[src/hw/bcsl_map.vh]
// Purpose: Constants for the contact stack logic unit
// Assumes: Included by bcsl_core.v
// Notes:   Opcode, combine and area encodings
`ifndef BCSL_MAP_VH
`define BCSL_MAP_VH

// ---------------------------------------------
// Operation codes
// ---------------------------------------------
`define BCSL_OP_NOP         4'h0
`define BCSL_OP_CONTACT     4'h1
`define BCSL_OP_CONTACT_INV 4'h2
`define BCSL_OP_DIRECT      4'h3
`define BCSL_OP_DIRECT_INV  4'h4
`define BCSL_OP_NOT         4'h5
`define BCSL_OP_RISE        4'h6
`define BCSL_OP_FALL        4'h7

// ---------------------------------------------
// Combine modes
// ---------------------------------------------
`define BCSL_CMB_LOAD 2'h0
`define BCSL_CMB_AND  2'h1
`define BCSL_CMB_OR   2'h2

// ---------------------------------------------
// Operand memory areas
// ---------------------------------------------
`define BCSL_AREA_INPUT   3'h0
`define BCSL_AREA_OUTPUT  3'h1
`define BCSL_AREA_MARKER  3'h2
`define BCSL_AREA_SPECIAL 3'h3
`define BCSL_AREA_TIMER   3'h4
`define BCSL_AREA_COUNTER 3'h5
`define BCSL_AREA_VAR     3'h6
`define BCSL_AREA_SEQ     3'h7

`define BCSL_TOS_RESET  1'h0
`define BCSL_DONE_RESET 1'h0
`define BCSL_PIN_RESET  1'h0
`define BCSL_EDGE_RESET 1'h0

`endif

[src/hw/bcsl_core.v]
// Purpose: Bit-logic contact evaluation against a one-bit stack top
// Assumes: Sequencer issues one instruction per exec strobe; pins are asynchronous
// Notes:   Result appears on tos_q one cycle after exec
`timescale 1ns/1ps
`default_nettype none
`include "bcsl_map.vh"

module bcsl_core #(
  parameter IN_W   = 64,
  parameter IDX_W  = 6,
  parameter EDGE_N = 16,
  parameter EID_W  = 4
) (
  input  wire             mclk,
  input  wire             rstn,
  input  wire             clk_en,
  input  wire [IN_W-1:0]  in_pins,
  input  wire             scan_start,
  input  wire             exec,
  input  wire [3:0]       opcode,
  input  wire [1:0]       combine,
  input  wire [2:0]       area,
  input  wire [IDX_W-1:0] bit_index,
  input  wire             mem_bit,
  input  wire [EID_W-1:0] edge_id,
  output reg              tos_q,
  output reg              done_q,
  output reg  [IN_W-1:0]  image_q
);

  // ---------------------------------------------
  // Pin synchroniser
  // ---------------------------------------------
  // Stage two is the only reader of stage one
  wire [IN_W-1:0]   pin_sync;

  genvar gp;
  generate
    for (gp = 0; gp < IN_W; gp = gp + 1) begin : g_pin
      reg s1_q;
      reg s2_q;

      always @(posedge mclk or negedge rstn) begin
        if (!rstn) begin
          s1_q <= `BCSL_PIN_RESET;
          s2_q <= `BCSL_PIN_RESET;
        end else if (clk_en) begin
          s1_q <= in_pins[gp];
          s2_q <= s1_q;
        end
      end

      assign pin_sync[gp] = s2_q;
    end
  endgenerate

  // ---------------------------------------------
  // Instruction decode
  // ---------------------------------------------
  // Standard contacts, open or closed
  function is_contact_f;
    input [3:0] op;
    begin
      is_contact_f = (op == `BCSL_OP_CONTACT) || (op == `BCSL_OP_CONTACT_INV);
    end
  endfunction

  // Immediate contacts reading the pins
  function is_direct_f;
    input [3:0] op;
    begin
      is_direct_f = (op == `BCSL_OP_DIRECT) || (op == `BCSL_OP_DIRECT_INV);
    end
  endfunction

  // Closed forms taking the complement
  function is_inverted_f;
    input [3:0] op;
    begin
      is_inverted_f = (op == `BCSL_OP_CONTACT_INV) || (op == `BCSL_OP_DIRECT_INV);
    end
  endfunction

  // Edge detectors
  function is_edge_f;
    input [3:0] op;
    begin
      is_edge_f = (op == `BCSL_OP_RISE) || (op == `BCSL_OP_FALL);
    end
  endfunction

  // ---------------------------------------------
  // Combine with the stack top
  // ---------------------------------------------
  function comb_f;
    input [1:0] mode;
    input       top;
    input       val;
    begin
      case (mode)
        `BCSL_CMB_LOAD: comb_f = val;
        `BCSL_CMB_AND:  comb_f = top & val;
        `BCSL_CMB_OR:   comb_f = top | val;
        default:        comb_f = val;
      endcase
    end
  endfunction

  // ---------------------------------------------
  // Edge detector memories
  // ---------------------------------------------
  // One flop per instance, holding the stack top it last saw
  wire              edge_wr;
  wire [EDGE_N-1:0] edge_sel;
  wire [EDGE_N-1:0] edge_prev;

  assign edge_wr  = exec & is_edge_f(opcode);
  assign edge_sel = {{(EDGE_N-1){1'b0}}, 1'b1} << edge_id;

  genvar ge;
  generate
    for (ge = 0; ge < EDGE_N; ge = ge + 1) begin : g_edge
      reg last_q;

      always @(posedge mclk or negedge rstn) begin
        if (!rstn)
          last_q <= `BCSL_EDGE_RESET;
        else if (clk_en && edge_wr && edge_sel[ge])
          last_q <= tos_q;
      end

      assign edge_prev[ge] = last_q;
    end
  endgenerate

  // ---------------------------------------------
  // Operand selection
  // ---------------------------------------------
  reg               opnd_img;
  reg               opnd_raw;
  reg               opnd_val;

  always @* begin
    // Input area reads the image; other areas arrive as mem_bit
    if (area == `BCSL_AREA_INPUT)
      opnd_img = image_q[bit_index];
    else
      opnd_img = mem_bit;
    if (is_direct_f(opcode))
      opnd_raw = pin_sync[bit_index];
    else
      opnd_raw = opnd_img;
    if (is_inverted_f(opcode))
      opnd_val = ~opnd_raw;
    else
      opnd_val = opnd_raw;
  end

  // ---------------------------------------------
  // Stack top next value
  // ---------------------------------------------
  reg               tos_d;
  reg               prev_bit;

  // Edge ops compare against this instance's stored top
  always @* begin
    prev_bit = edge_prev[edge_id];
    tos_d    = tos_q;
    if (exec) begin
      if (is_contact_f(opcode) || is_direct_f(opcode))
        tos_d = comb_f(combine, tos_q, opnd_val);
      else begin
        case (opcode)
          `BCSL_OP_NOT:  tos_d = ~tos_q;
          `BCSL_OP_RISE: tos_d = tos_q & ~prev_bit;
          `BCSL_OP_FALL: tos_d = ~tos_q & prev_bit;
          default:       tos_d = tos_q;
        endcase
      end
    end
  end

  // ---------------------------------------------
  // Image and done next values
  // ---------------------------------------------
  reg               done_d;
  reg [IN_W-1:0]    image_d;

  always @* begin
    // Exec in the scan start cycle still sees the old image
    done_d = exec;
    if (scan_start)
      image_d = pin_sync;
    else
      image_d = image_q;
  end

  // ---------------------------------------------
  // State update
  // ---------------------------------------------
  // Low enable freezes every register, synchroniser included
  always @(posedge mclk or negedge rstn) begin
    if (!rstn) begin
      tos_q   <= `BCSL_TOS_RESET;
      done_q  <= `BCSL_DONE_RESET;
      image_q <= {IN_W{`BCSL_PIN_RESET}};
    end else if (clk_en) begin
      tos_q   <= tos_d;
      done_q  <= done_d;
      image_q <= image_d;
    end
  end

endmodule
`default_nettype wire

[config.mk]
export PLATFORM = sky130hd
export DESIGN_NAME = bcsl_core
export DESIGN_NICKNAME = d
export VERILOG_FILES = /design/src/hw/bcsl_core.v
export VERILOG_INCLUDE_DIRS = /design/src /design/src/hw
export SDC_FILE = /design/constraint.sdc
export NUM_CORES = 1
export LEC_CHECK = 0
export CAP_MARGIN = 20
export CORE_MARGIN = 5
export CORE_UTILIZATION = 35
export CTS_BUF_LIST = sky130_fd_sc_hd__clkbuf_2 sky130_fd_sc_hd__clkbuf_4 sky130_fd_sc_hd__clkbuf_8
export DETAILED_ROUTE_END_ITERATION = 7
export DONT_BUFFER_PORTS = 1
export HOLD_SLACK_MARGIN = 0.05
export PLACE_DENSITY_LB_ADDON = 0.12
export SLEW_MARGIN = 20
export SYNTH_ARGS = -nofsm -noshare
export SYNTH_HDL_FRONTEND = slang
export SYNTH_SLANG_ARGS = --single-unit
[constraint.sdc]
create_clock -name mclk -period 3.9 [get_ports mclk]
set_input_delay 0.585 -clock mclk [delete_from_list [all_inputs] [get_ports mclk]]
set_output_delay 0.585 -clock mclk [all_outputs]
set_load 0.03 [all_outputs]
==> run metrics, run 1 <==
Tcrit/Tclk final 64.4%; simple-gate share of the synthesized area 3.72%; Initial Util 35.3%; row cnt 60; Worst-Margin Slew 0.910 ns; Clk Latency, worst-skew pair 0.53 ns; Achievable Freq 398 MHz; critical path depth 7; Final WS setup 1.39 ns; IO Port Bufs 0; RSZ-0062 raised after global routing false; Yosys cell types 50; Max Clock Skew 0.0147 ns; final core occ 39.1%; cell family with most CP delay compound AO/OA/AOI/OAI gates; H-Tree Level Count 2; crit end category register; top cells by area, synth dfrtp_1 56%, mux2_2 25%, mux4_2 5.7%; Post-CTS Setup Inserts 0; Worst R2R Start image_q[55]$_DFFE_PN0P_; DRT Pass-1 Iters 4; mux cell area share after synthesis 34.3%; leakage power 4.37 nW; wire per inst 22.3 um; MaxCap Viol Count 0; register bit total from synthesis 210; number of clock sinks 210; Post-Route WL 22.3 mm; CTS tree yes; Core ar. 0.0268 sq mm; Buf+Inv Stages, Crit Path 0; Synth area leader dfrtp_1; main combinational cell family by area after synthesis multiplexers; Bufs on Longest Clock Path 3; Final Max Tran Viols 0; DR vias 5,269; root buf cell clkbuf_8; slew margin rel. 39.3%; Final #Nets 722; diode count 0; critical-path cell list mux4_2, a22oi_2, nand3_1, a22o_1, o311a_1, a211oi_1, o211ai_1; reg-to-reg slack, setup 1.39 ns; Post-synth EDFFs 0; total gr overflow 0; Total GRT Usage 14.8%; Hold WC Path Type in2async; initial DRC count 230; Post-Synthesis Net Count 719; CP Max Fanout 3; pre-CTS setup slack 1.33 ns; sequential fraction of the synthesis area 55.6%; initial antenna violation count 3; Fillers 2,477; largest net degree at the start of global routing 211; hold slack final -0.233 ns; failing checks hold timing; VDD IR max 296 uV; synth cell count leaders 214 x mux2_2, 210 x dfrtp_1, 24 x mux4_2; Synth top area share 55.6%; Synth Flop Type dfrtp_1; final setup fails 0; drc violations 0; RR Endpoint tos_q$_DFFE_PN0P_; pwr/cell area 573 mW/mm^2; post-synthesis instance area 0.00945 sq mm; CP arrival 2.88 ns; r2r worst-path depth 7; slowest stage cell, crit path mux4_2; Layout area overhead 10.9%; vias in the first global route 5,935; synthesized area per cell 15.1 sq um; final hold vios 210; setup TNS 0 ns; I/O pin count 155; CP Data Required Time 4.27 ns; Synth Area in XOR/XNOR 0.185%; GP Congestion 0.785; Min Clock Period, post-route 2.51 ns; die height 174 um; first-pass GRT wire length 35.2 mm; CTS resizes 0; final instance area 0.0105 sq mm; Startpoint Class register; post-synthesis instance total 628; Post-DP Area 0.00965 sq mm; antenna-violating nets left 0; Setup CP Type reg2reg; asr flop ratio synth 100%; status finished with violations; Num CTS Buffers 40; layout cells sized above 1 47.7%; Clock transition at path regs 0.06 ns; vias per cell 5.27; highest cell delay on the worst timing path 0.59 ns; die width 174 um; Ys Warns 0; die area 0.0304 sq mm; adder-cell share of the synthesized area 0.265%; count leader, synth mux2_2; post-synthesis compound-gate area fraction 2.96%; Detailed Place HPWL 15.0 mm
[per-stage QoR]
step,total power [W],cells,hold slack [ns]
2_1_floorplan,0.00364,628,0.289
3_3_place_gp,0.00383,930,0.298
3_5_place_dp,0.00386,930,0.298
4_1_cts,0.00613,999,-0.281
5_1_grt,0.00632,999,-0.291
6_report,0.00601,999,-0.233
[cell usage in the layout (no fill, tap or decap), types with 2 or more instances in the layout]
cell type  count
clkbuf_4      12
mux4_1         7
a2111oi_0      2
mux2i_1       11
a21oi_1        2
inv_1         10
nand2b_1       6
mux2_2       214
nand3b_1       3
clkinv_2       4
o31ai_1        4
o22ai_1        2
dfrtp_1      210
nor2_1        21
a211oi_1       3
nor2b_1        2
o21ai_1        2
a21o_1         2
nor4_1         3
nand2_1       14
mux4_2        24
clkbuf_8      52
o211ai_1       7
o21ai_0        3
nor3_1         6
ha_1           2
nand3_1        8
[how the worst max path moves through the flow]
stage	startpoint	endpoint	slack [ns]
floorplan	bit_index[0]	tos_q$_DFFE_PN0P_	1.42
global placement	bit_index[0]	tos_q$_DFFE_PN0P_	1.38
detailed placement	bit_index[0]	tos_q$_DFFE_PN0P_	1.33
CTS	image_q[21]$_DFFE_PN0P_	tos_q$_DFFE_PN0P_	1.41
global route	image_q[21]$_DFFE_PN0P_	tos_q$_DFFE_PN0P_	1.23
finish	image_q[55]$_DFFE_PN0P_	tos_q$_DFFE_PN0P_	1.39
[power breakdown]
group          total, W  internal [W]  leakage, nW  switching, W
clock           0.00220       0.00130        0.449      0.000900
combinational  0.000624      0.000425         1.41      0.000199
sequential      0.00318       0.00251         2.50      0.000666
total           0.00601       0.00424         4.37       0.00177
[state kept, by name (all words and copies together) (netlist names)]
signal and cells:
g_pin.s1_q 64, image_q 64, g_pin.s2_q 64, tos_q 1, done_q 1, g_edge.last_q 16
[final cells by class]
class | instances | area [sq um] | share of cell area (%)
Sequential cell | 210 | 5260 | 50.1
Inverter | 10 | 37.5 | 0.358
Timing Repair Buffer | 1 | 7.51 | 0.0716
Multi-Input combinational cell | 368 | 3920 | 37.4
Clock buffer | 64 | 806 | 7.69
Clock inverter | 5 | 28.8 | 0.275
Tap cell | 341 | 427 | 4.07
[metal layers]
| layer | global-route usage (%) | vias up | share of wire (%) |
|---|---|---|---|
| met3 | 7.74 | 43 | 10 |
| met5 | 0 | - | 0.17 |
| li1 | - | 2339 | - |
| met1 | 17.3 | 2729 | 40 |
| met2 | 23.8 | 152 | 47 |
| met4 | 4.26 | 6 | 2.0 |
[cell families (layout without fill, tap and decap cells)]
family	after synthesis	in the layout
buffers and inverters	50	80
muxes	256	256
DFF	210	210
xor gates and xnor gates	2	2
AOI/OAI and AO/OA	37	37
adders and majority gates	2	2
and+or+nand+nor	71	71
[worst register-to-register path, stage by stage (launching register included)]
cell	delay [ns]
dfrtp_1	0.50
mux4_2	0.59
a22oi_2	0.21
nand3_1	0.09
a22o_1	0.25
o311a_1	0.36
a211oi_1	0.25
o211ai_1	0.11
No activity file was read; power rests on OpenSTA's default activity.
==> inputs of run 2 (changes only) <==
==> constraint.sdc (replaced) <==
create_clock -name mclk -period 2.35 [get_ports mclk]
set_input_delay 0.3525 -clock mclk [delete_from_list [all_inputs] [get_ports mclk]]
set_output_delay 0.3525 -clock mclk [all_outputs]
set_load 0.03 [all_outputs]
==> run 2 against run 1 <==
The flow still finishes with violations (hold timing). Setup slack got worse by 1.3 ns. Sequential share of layout area fell by 7.8 points. Combinational power grew to 3.9 times the previous value. Clock skew is 0.0023 ns higher. Largest cell class unchanged. Final area rose by 19%. Flip-flop and latch count did not move. Clock-buffer cell count unchanged. Register-to-register slack worse by 1.3 ns. Sequential power grew 44%. Global-route usage grew 1.4 points. Final cell count rose by 20%. Clock power grew 82%. Highest routed layer is now met4.
==> run metrics, run 2 (synthesis gave the netlist of run 1 again) <==
status finished with violations; failing checks hold timing; wire per inst 20.5 um (-8.2%); first-pass GRT wire length 39.0 mm (+11%); commonest non-fill, non-tap cell in the layout mux2_2; Min Clock Period, post-route 2.26 ns (-0.251 ns); Critical Path Sink tos_q$_DFFE_PN0P_; H-Tree Level Count 2 (unchanged); critical-path cell list mux4_2, o21ai_1, o21ai_1, a2111oi_4, nand2_1, a32oi_1, o211ai_1; root buf cell clkbuf_8; IO Port Bufs 0 (unchanged); setup TNS 0 ns (unchanged); total gr overflow 0 (unchanged); switching share of power 28.7% (-0.66 points); leakage power 5.29 nW (+21%); hold slack final -0.472 ns (-0.238 ns); drc violations 0 (unchanged); Reg power frac 41.5% (-11 points); Detailed Place HPWL 15.8 mm (+5.4%); Final #Nets 918 (+27%); Core ar. 0.0268 sq mm (unchanged); Clk Latency, worst-skew pair 0.53 ns (about the same); VDD IR max 418 uV (+41%); Max Clock Skew 0.0170 ns (+0.00234 ns); Pint 0.00786 W (+85%); Hold-fix buffers, CTS 134; Worst R2R Start g_pin[11].s2_q$_DFFE_PN0P_; most frequent cells in the layout 214 x mux2_2, 210 x dfrtp_1, 133 x dlygate4sd3_1; Fillers 2,366 (-4.5%); CP Max Fanout 3 (unchanged); CP Data Required Time 2.74 ns (-1.53 ns); number of clock sinks 210 (unchanged); GP Congestion 0.788 (+0.43%); crit end category register; die width 174 um (unchanged); r2r worst-path depth 7 (unchanged); vias in the first global route 6,711 (+13%); Worst Setup SP g_pin[11].s2_q$_DFFE_PN0P_; DR vias 6,036 (+15%); die height 174 um (unchanged); I/O pin count 155 (unchanged); Achievable Freq 442 MHz (+11%); DRT Pass-1 Iters 4 (unchanged); Num CTS Buffers 40 (unchanged); Clock transition at path regs 0.06 ns (about the same); reg-to-reg slack, setup 0.09 ns (-1.30 ns); die area 0.0304 sq mm (unchanged); final setup fails 0 (unchanged); CTS tree yes; pwr/cell area 888 mW/mm^2 (+55%); final hold vios 210 (unchanged); slew margin rel. 57.0% (+18 points); MaxCap Viol Count 0 (unchanged); Startpoint Class register; highest cell delay on the worst timing path 0.53 ns (-0.06 ns); row cnt 60 (unchanged); Layout area overhead 31.5%; antenna-violating nets left 0 (unchanged); largest net degree at the start of global routing 211 (unchanged); largest registers g_pin.s1_q: 64 flops, g_pin.s2_q: 64 flops, image_q: 64 flops; Final Max Tran Viols 0 (unchanged); Register Area 0.00526 sq mm (unchanged); logic gate share of total power 22.2% (+12 points); vias per cell 5.03 (-4.7%); cell repeated most along the worst path o21ai_1; area of the multi-input gates 0.00394 sq mm (+0.45%); slowest stage cell, crit path mux4_2; Tcrit/Tclk final 96.3% (+32 points); CP arrival 2.65 ns (-0.23 ns); Initial Util 35.3% (unchanged); Bufs on Longest Clock Path 3 (unchanged); RR Endpoint tos_q$_DFFE_PN0P_; layout cells sized above 1 44.6% (-3.1 points); initial antenna violation count 0 (-3); initial DRC count 266 (+16%); Hold WC Path Type in2async; clock power share 36.3% (-0.4 points); Setup CP Type reg2reg; Total GRT Usage 16.2% (+1.4 points); Worst-Margin Slew 0.646 ns (-0.264 ns); Post-Route WL 24.6 mm (+10%); P_sw 0.00317 W (+80%)
run 2: changes by cell type in the layout (fill, tap and decap cells not counted), moves of 2 or more:
cell | previous run | this run
dlygate4sd3_1 | 0 | 133
buf_4 | 1 | 62
clkinv_2 | 4 | 7
bufinv_16 | 0 | 2
clkbuf_4 | 12 | 10
clkbuf_8 | 52 | 54
run 2: per-stage QoR:
step / power, W / setup slack, ns / cells / area, sq um / utilization [%]
2_1_floorplan: 0.00605 / 0.107 / 628 / 9450 / -
3_3_place_gp: 0.00679 / 0.109 / 992 / 10100 / 37.8
3_5_place_dp: 0.00684 / 0.0617 / 992 / 10100 / 37.8
4_1_cts: 0.0112 / 0.0713 / 1200 / 12400 / 46.3
5_1_grt: 0.0116 / -0.0335 / 1200 / 12400 / 46.4
6_report: 0.0110 / 0.0880 / 1201 / 12400 / 46.4
run 2: metal layers:
metal	vias to the layer above	track usage, %	routed length (um)
met1	3092	20.0	9900
met3	47	5.81	2120
met2	166	26.3	12000
li1	2731	-	-
met5	-	0	0
met4	0	5.44	595
run 2: what timing repair did:
action	4_1_cts	5_1_grt
endpoints found under the setup margin	0	1
setup buffers	0	0
resized for setup	0	2
hold endpoints to repair	341	210
run 2: area by class of cell:
class | instances | share of cell area [%]
Clock inverter | 10 | 0.836
Multi-Input combinational cell | 368 | 31.7
Sequential cell | 210 | 42.3
Timing Repair Buffer | 197 | 14.8
Inverter | 10 | 0.302
Tap cell | 341 | 3.43
Clock buffer | 64 | 6.58
Antenna cell | 1 | 0.0201
run 2: worst max-delay path, delay by kind of cell, from the launching register on:
kind,cells,cell delay (ns)
simple gates,1,0.12
compound gates,5,1.08
mux,1,0.53
flops,1,0.39
run 2: power by group through the flow:
stage / Clock (W) / Combinational, W / Sequential (W)
floorplan: 0 / 0.000981 / 0.00507
global placement: 0 / 0.00216 / 0.00462
detailed placement: 0 / 0.00218 / 0.00465
CTS: 0.00415 / 0.00247 / 0.00459
global route: 0.00433 / 0.00261 / 0.00465
finish: 0.00400 / 0.00245 / 0.00458
run 2: how the worst min path moves through the flow:
| stage | start | end | cells after the start |
|---|---|---|---|
| floorplan | rstn | done_q$_DFFE_PN0P_ | 0 |
| global placement | rstn | g_pin[55].s1_q$_DFFE_PN0P_ | 0 |
| detailed placement | rstn | g_pin[55].s1_q$_DFFE_PN0P_ | 0 |
| CTS | rstn | g_pin[7].s1_q$_DFFE_PN0P_ | 0 |
| global route | rstn | g_pin[55].s2_q$_DFFE_PN0P_ | 0 |
| finish | rstn | g_pin[55].s2_q$_DFFE_PN0P_ | 0 |
==> inputs of run 3 (changes only) <==
--- a/config.mk
+++ b/config.mk
@@ -14,6 +14,7 @@
 export DONT_BUFFER_PORTS = 1
 export HOLD_SLACK_MARGIN = 0.05
 export PLACE_DENSITY_LB_ADDON = 0.12
+export RECOVER_POWER = 50
 export SLEW_MARGIN = 20
 export SYNTH_ARGS = -nofsm -noshare
 export SYNTH_HDL_FRONTEND = slang
==> constraint.sdc (replaced) <==
create_clock -name mclk -period 2.28 [get_ports mclk]
set_input_delay 0.342 -clock mclk [delete_from_list [all_inputs] [get_ports mclk]]
set_output_delay 0.342 -clock mclk [all_outputs]
set_load 0.03 [all_outputs]
==> run 3 against run 2 <==
The flow still finishes with violations (hold timing). Wire length is 0.21% lower. Utilization is 0.18 points higher. Combinational power is 7% higher. Sequential share of layout area is 0.17 points lower. Flip-flop and latch count stayed put. Highest routed layer unchanged. Largest cell class unchanged. Clock skew is 0.0063 ns higher.
==> run metrics, run 3 (synthesis gave the netlist of run 1 again) <==
status finished with violations; failing checks hold timing; Detailed Place HPWL 15.8 mm (about the same); Total GRT Usage 16.2% (about the same); IO Port Bufs 0 (unchanged); leakage power 5.31 nW (+0.42%); largest registers g_pin.s1_q: 64 flops, g_pin.s2_q: 64 flops, image_q: 64 flops; Core ar. 0.0268 sq mm (unchanged); die width 174 um (unchanged); P_sw 0.00327 W (+3.1%); CP Max Fanout 2 (-1); initial antenna violation count 0 (unchanged); Initial Util 35.3% (unchanged); Min Clock Period, post-route 2.18 ns (-0.0868 ns); vias in the first global route 6,768 (+0.85%); GP Congestion 0.810 (+2.8%); slew margin rel. 61.1% (+4.2 points); drc violations 0 (unchanged); Num CTS Buffers 40 (unchanged); logic gate share of total power 22.9% (+0.7 points); CTS tree yes; Achievable Freq 460 MHz (+4.0%); row cnt 60 (unchanged); vias per cell 5.02 (-0.20%); largest net degree at the start of global routing 211 (unchanged); I/O pin count 155 (unchanged); crit end category register; Clock transition at path regs 0.07 ns (about the same); die area 0.0304 sq mm (unchanged); non-filler instance count after layout 1,207 (+0.50%); clock power share 36.0% (-0.3 points); total gr overflow 0 (unchanged); reg-to-reg slack, setup 0.10 ns (+0.02 ns); highest cell delay on the worst timing path 0.50 ns (-0.03 ns); critical-path cell list mux4_2, mux4_2, mux2i_1, o21ai_0, o211ai_1; diode count 0 (-1); Post-Route WL 24.6 mm (-0.21%); switching share of power 28.7% (about the same); hold slack final -0.484 ns (-0.0123 ns); DR vias 6,054 (+0.30%); Pwr Total 0.0114 W (+3.1%); Hold-fix buffers, CTS 135 (+0.75%); MaxCap Viol Count 0 (unchanged); Bufs on Longest Clock Path 3 (unchanged); Reg power frac 41.0% (-0.5 points); most frequent cells in the layout 214 x mux2_2, 210 x dfrtp_1, 134 x dlygate4sd3_1; Tcrit/Tclk final 95.4% (-0.85 points); Pint 0.00811 W (+3.1%); CP arrival 2.57 ns (-0.08 ns); final hold vios 210 (unchanged); RSZ-0062 raised after global routing false; VDD IR max 640 uV (+53%); die height 174 um (unchanged); CP Data Required Time 2.67 ns (-0.07 ns); commonest non-fill, non-tap cell in the layout mux2_2; first-pass GRT wire length 38.8 mm (-0.30%); Fillers 2,369 (+0.13%); RR Endpoint tos_q$_DFFE_PN0P_; layout cells sized above 1 44.9% (+0.33 points); Clk Latency, worst-skew pair 0.54 ns (about the same); Final Max Tran Viols 0 (unchanged); antenna-violating nets left 0 (unchanged); pwr/cell area 912 mW/mm^2 (+2.7%); Setup CP Type reg2reg; initial DRC count 290 (+9.0%); DP Cell Count 999 (+0.71%); number of clock sinks 210 (unchanged); Layout area overhead 32.0%; H-Tree Level Count 2 (unchanged); Hold WC Path Type in2async; Final #Nets 927 (+0.98%); wire per inst 20.4 um (-0.70%); final setup fails 0 (unchanged); slowest stage cell, crit path mux4_2; root buf cell clkbuf_8; r2r worst-path depth 5 (-2); Max Clock Skew 0.0233 ns (+0.00632 ns); setup TNS 0 ns (unchanged); Worst R2R Start g_edge[11].last_q$_DFFE_PN0P_; DRT Pass-1 Iters 4 (unchanged); cell repeated most along the worst path mux4_2; Startpoint Class register; Worst-Margin Slew 0.575 ns (-0.0704 ns)
run 3: changes by cell type in the layout (fill, tap and decap cells not counted):
cell           change
o21ai_1            +1
clkbuf_8           -4
o21ai_0            -1
inv_6              -1
diode_2            -1
buf_4              +8
clkinvlp_4         +2
dlygate4sd3_1      +1
bufinv_16          +1
run 3: what timing repair did:
action / CTS / global route
gates resized for setup: 0 / 3
setup endpoints to repair: 0 / 1
setup buffers: 0 / 1
endpoints found under the hold margin: 342 / 210
run 3: layer usage:
layer	track usage, %	wire [um]	part of all wire (%)
met3	5.79	2110	8.6
met2	26.3	11800	48
met5	0	0	0
met1	20.2	10100	41
met4	4.98	529	2.2
run 3: area by class of cell:
type | count | area, sq um | share of cell area, %
flip-flops and latches | 210 | 5260 | 42.1
repair buffers | 206 | 1910 | 15.3
well taps | 341 | 427 | 3.42
inverters | 10 | 37.5 | 0.301
clock inverters | 12 | 140 | 1.12
multi-input cells | 368 | 3940 | 31.6
clock buffers | 60 | 763 | 6.12
run 3: worst max-delay path: cells and delay by family, from the launching register on:
kind,cells,cell delay [ns]
mux,3,1.13
compound gates,2,0.55
flops,1,0.37
run 3: stage by stage:
step / utilization, % / cell area [sq um] / hold slack (ns) / setup slack (ns)
2_1_floorplan: - / 9450 / 0.0464 / 0.0398
3_3_place_gp: 38.0 / 10200 / 0.0579 / 0.0630
3_5_place_dp: 38.0 / 10200 / 0.0590 / 0.0284
4_1_cts: 46.5 / 12500 / -0.532 / 0.0210
5_1_grt: 46.6 / 12500 / -0.521 / 0.00236
6_report: 46.6 / 12500 / -0.484 / 0.105
run 3: worst max-delay path by stage:
stage	from	endpoint	slack, ns	cells after the start
3_3_place_gp	bit_index[0]	tos_q$_DFFE_PN0P_	0.06	7
2_1_floorplan	image_q[55]$_DFFE_PN0P_	tos_q$_DFFE_PN0P_	0.04	7
3_5_place_dp	bit_index[0]	tos_q$_DFFE_PN0P_	0.03	7
4_1_cts	image_q[52]$_DFFE_PN0P_	tos_q$_DFFE_PN0P_	0.02	7
6_report	g_edge[11].last_q$_DFFE_PN0P_	tos_q$_DFFE_PN0P_	0.10	5
5_1_grt	image_q[36]$_DFFE_PN0P_	tos_q$_DFFE_PN0P_	0.002	7
run 3: power by group through the flow:
stage,logic [W],registers [W],clock network [W]
after floorplan,0.00101,0.00522,0
after global placement,0.00232,0.00471,0
after detailed placement,0.00234,0.00474,0
after CTS,0.00263,0.00468,0.00426
after global routing,0.00278,0.00474,0.00441
final,0.00261,0.00467,0.00410
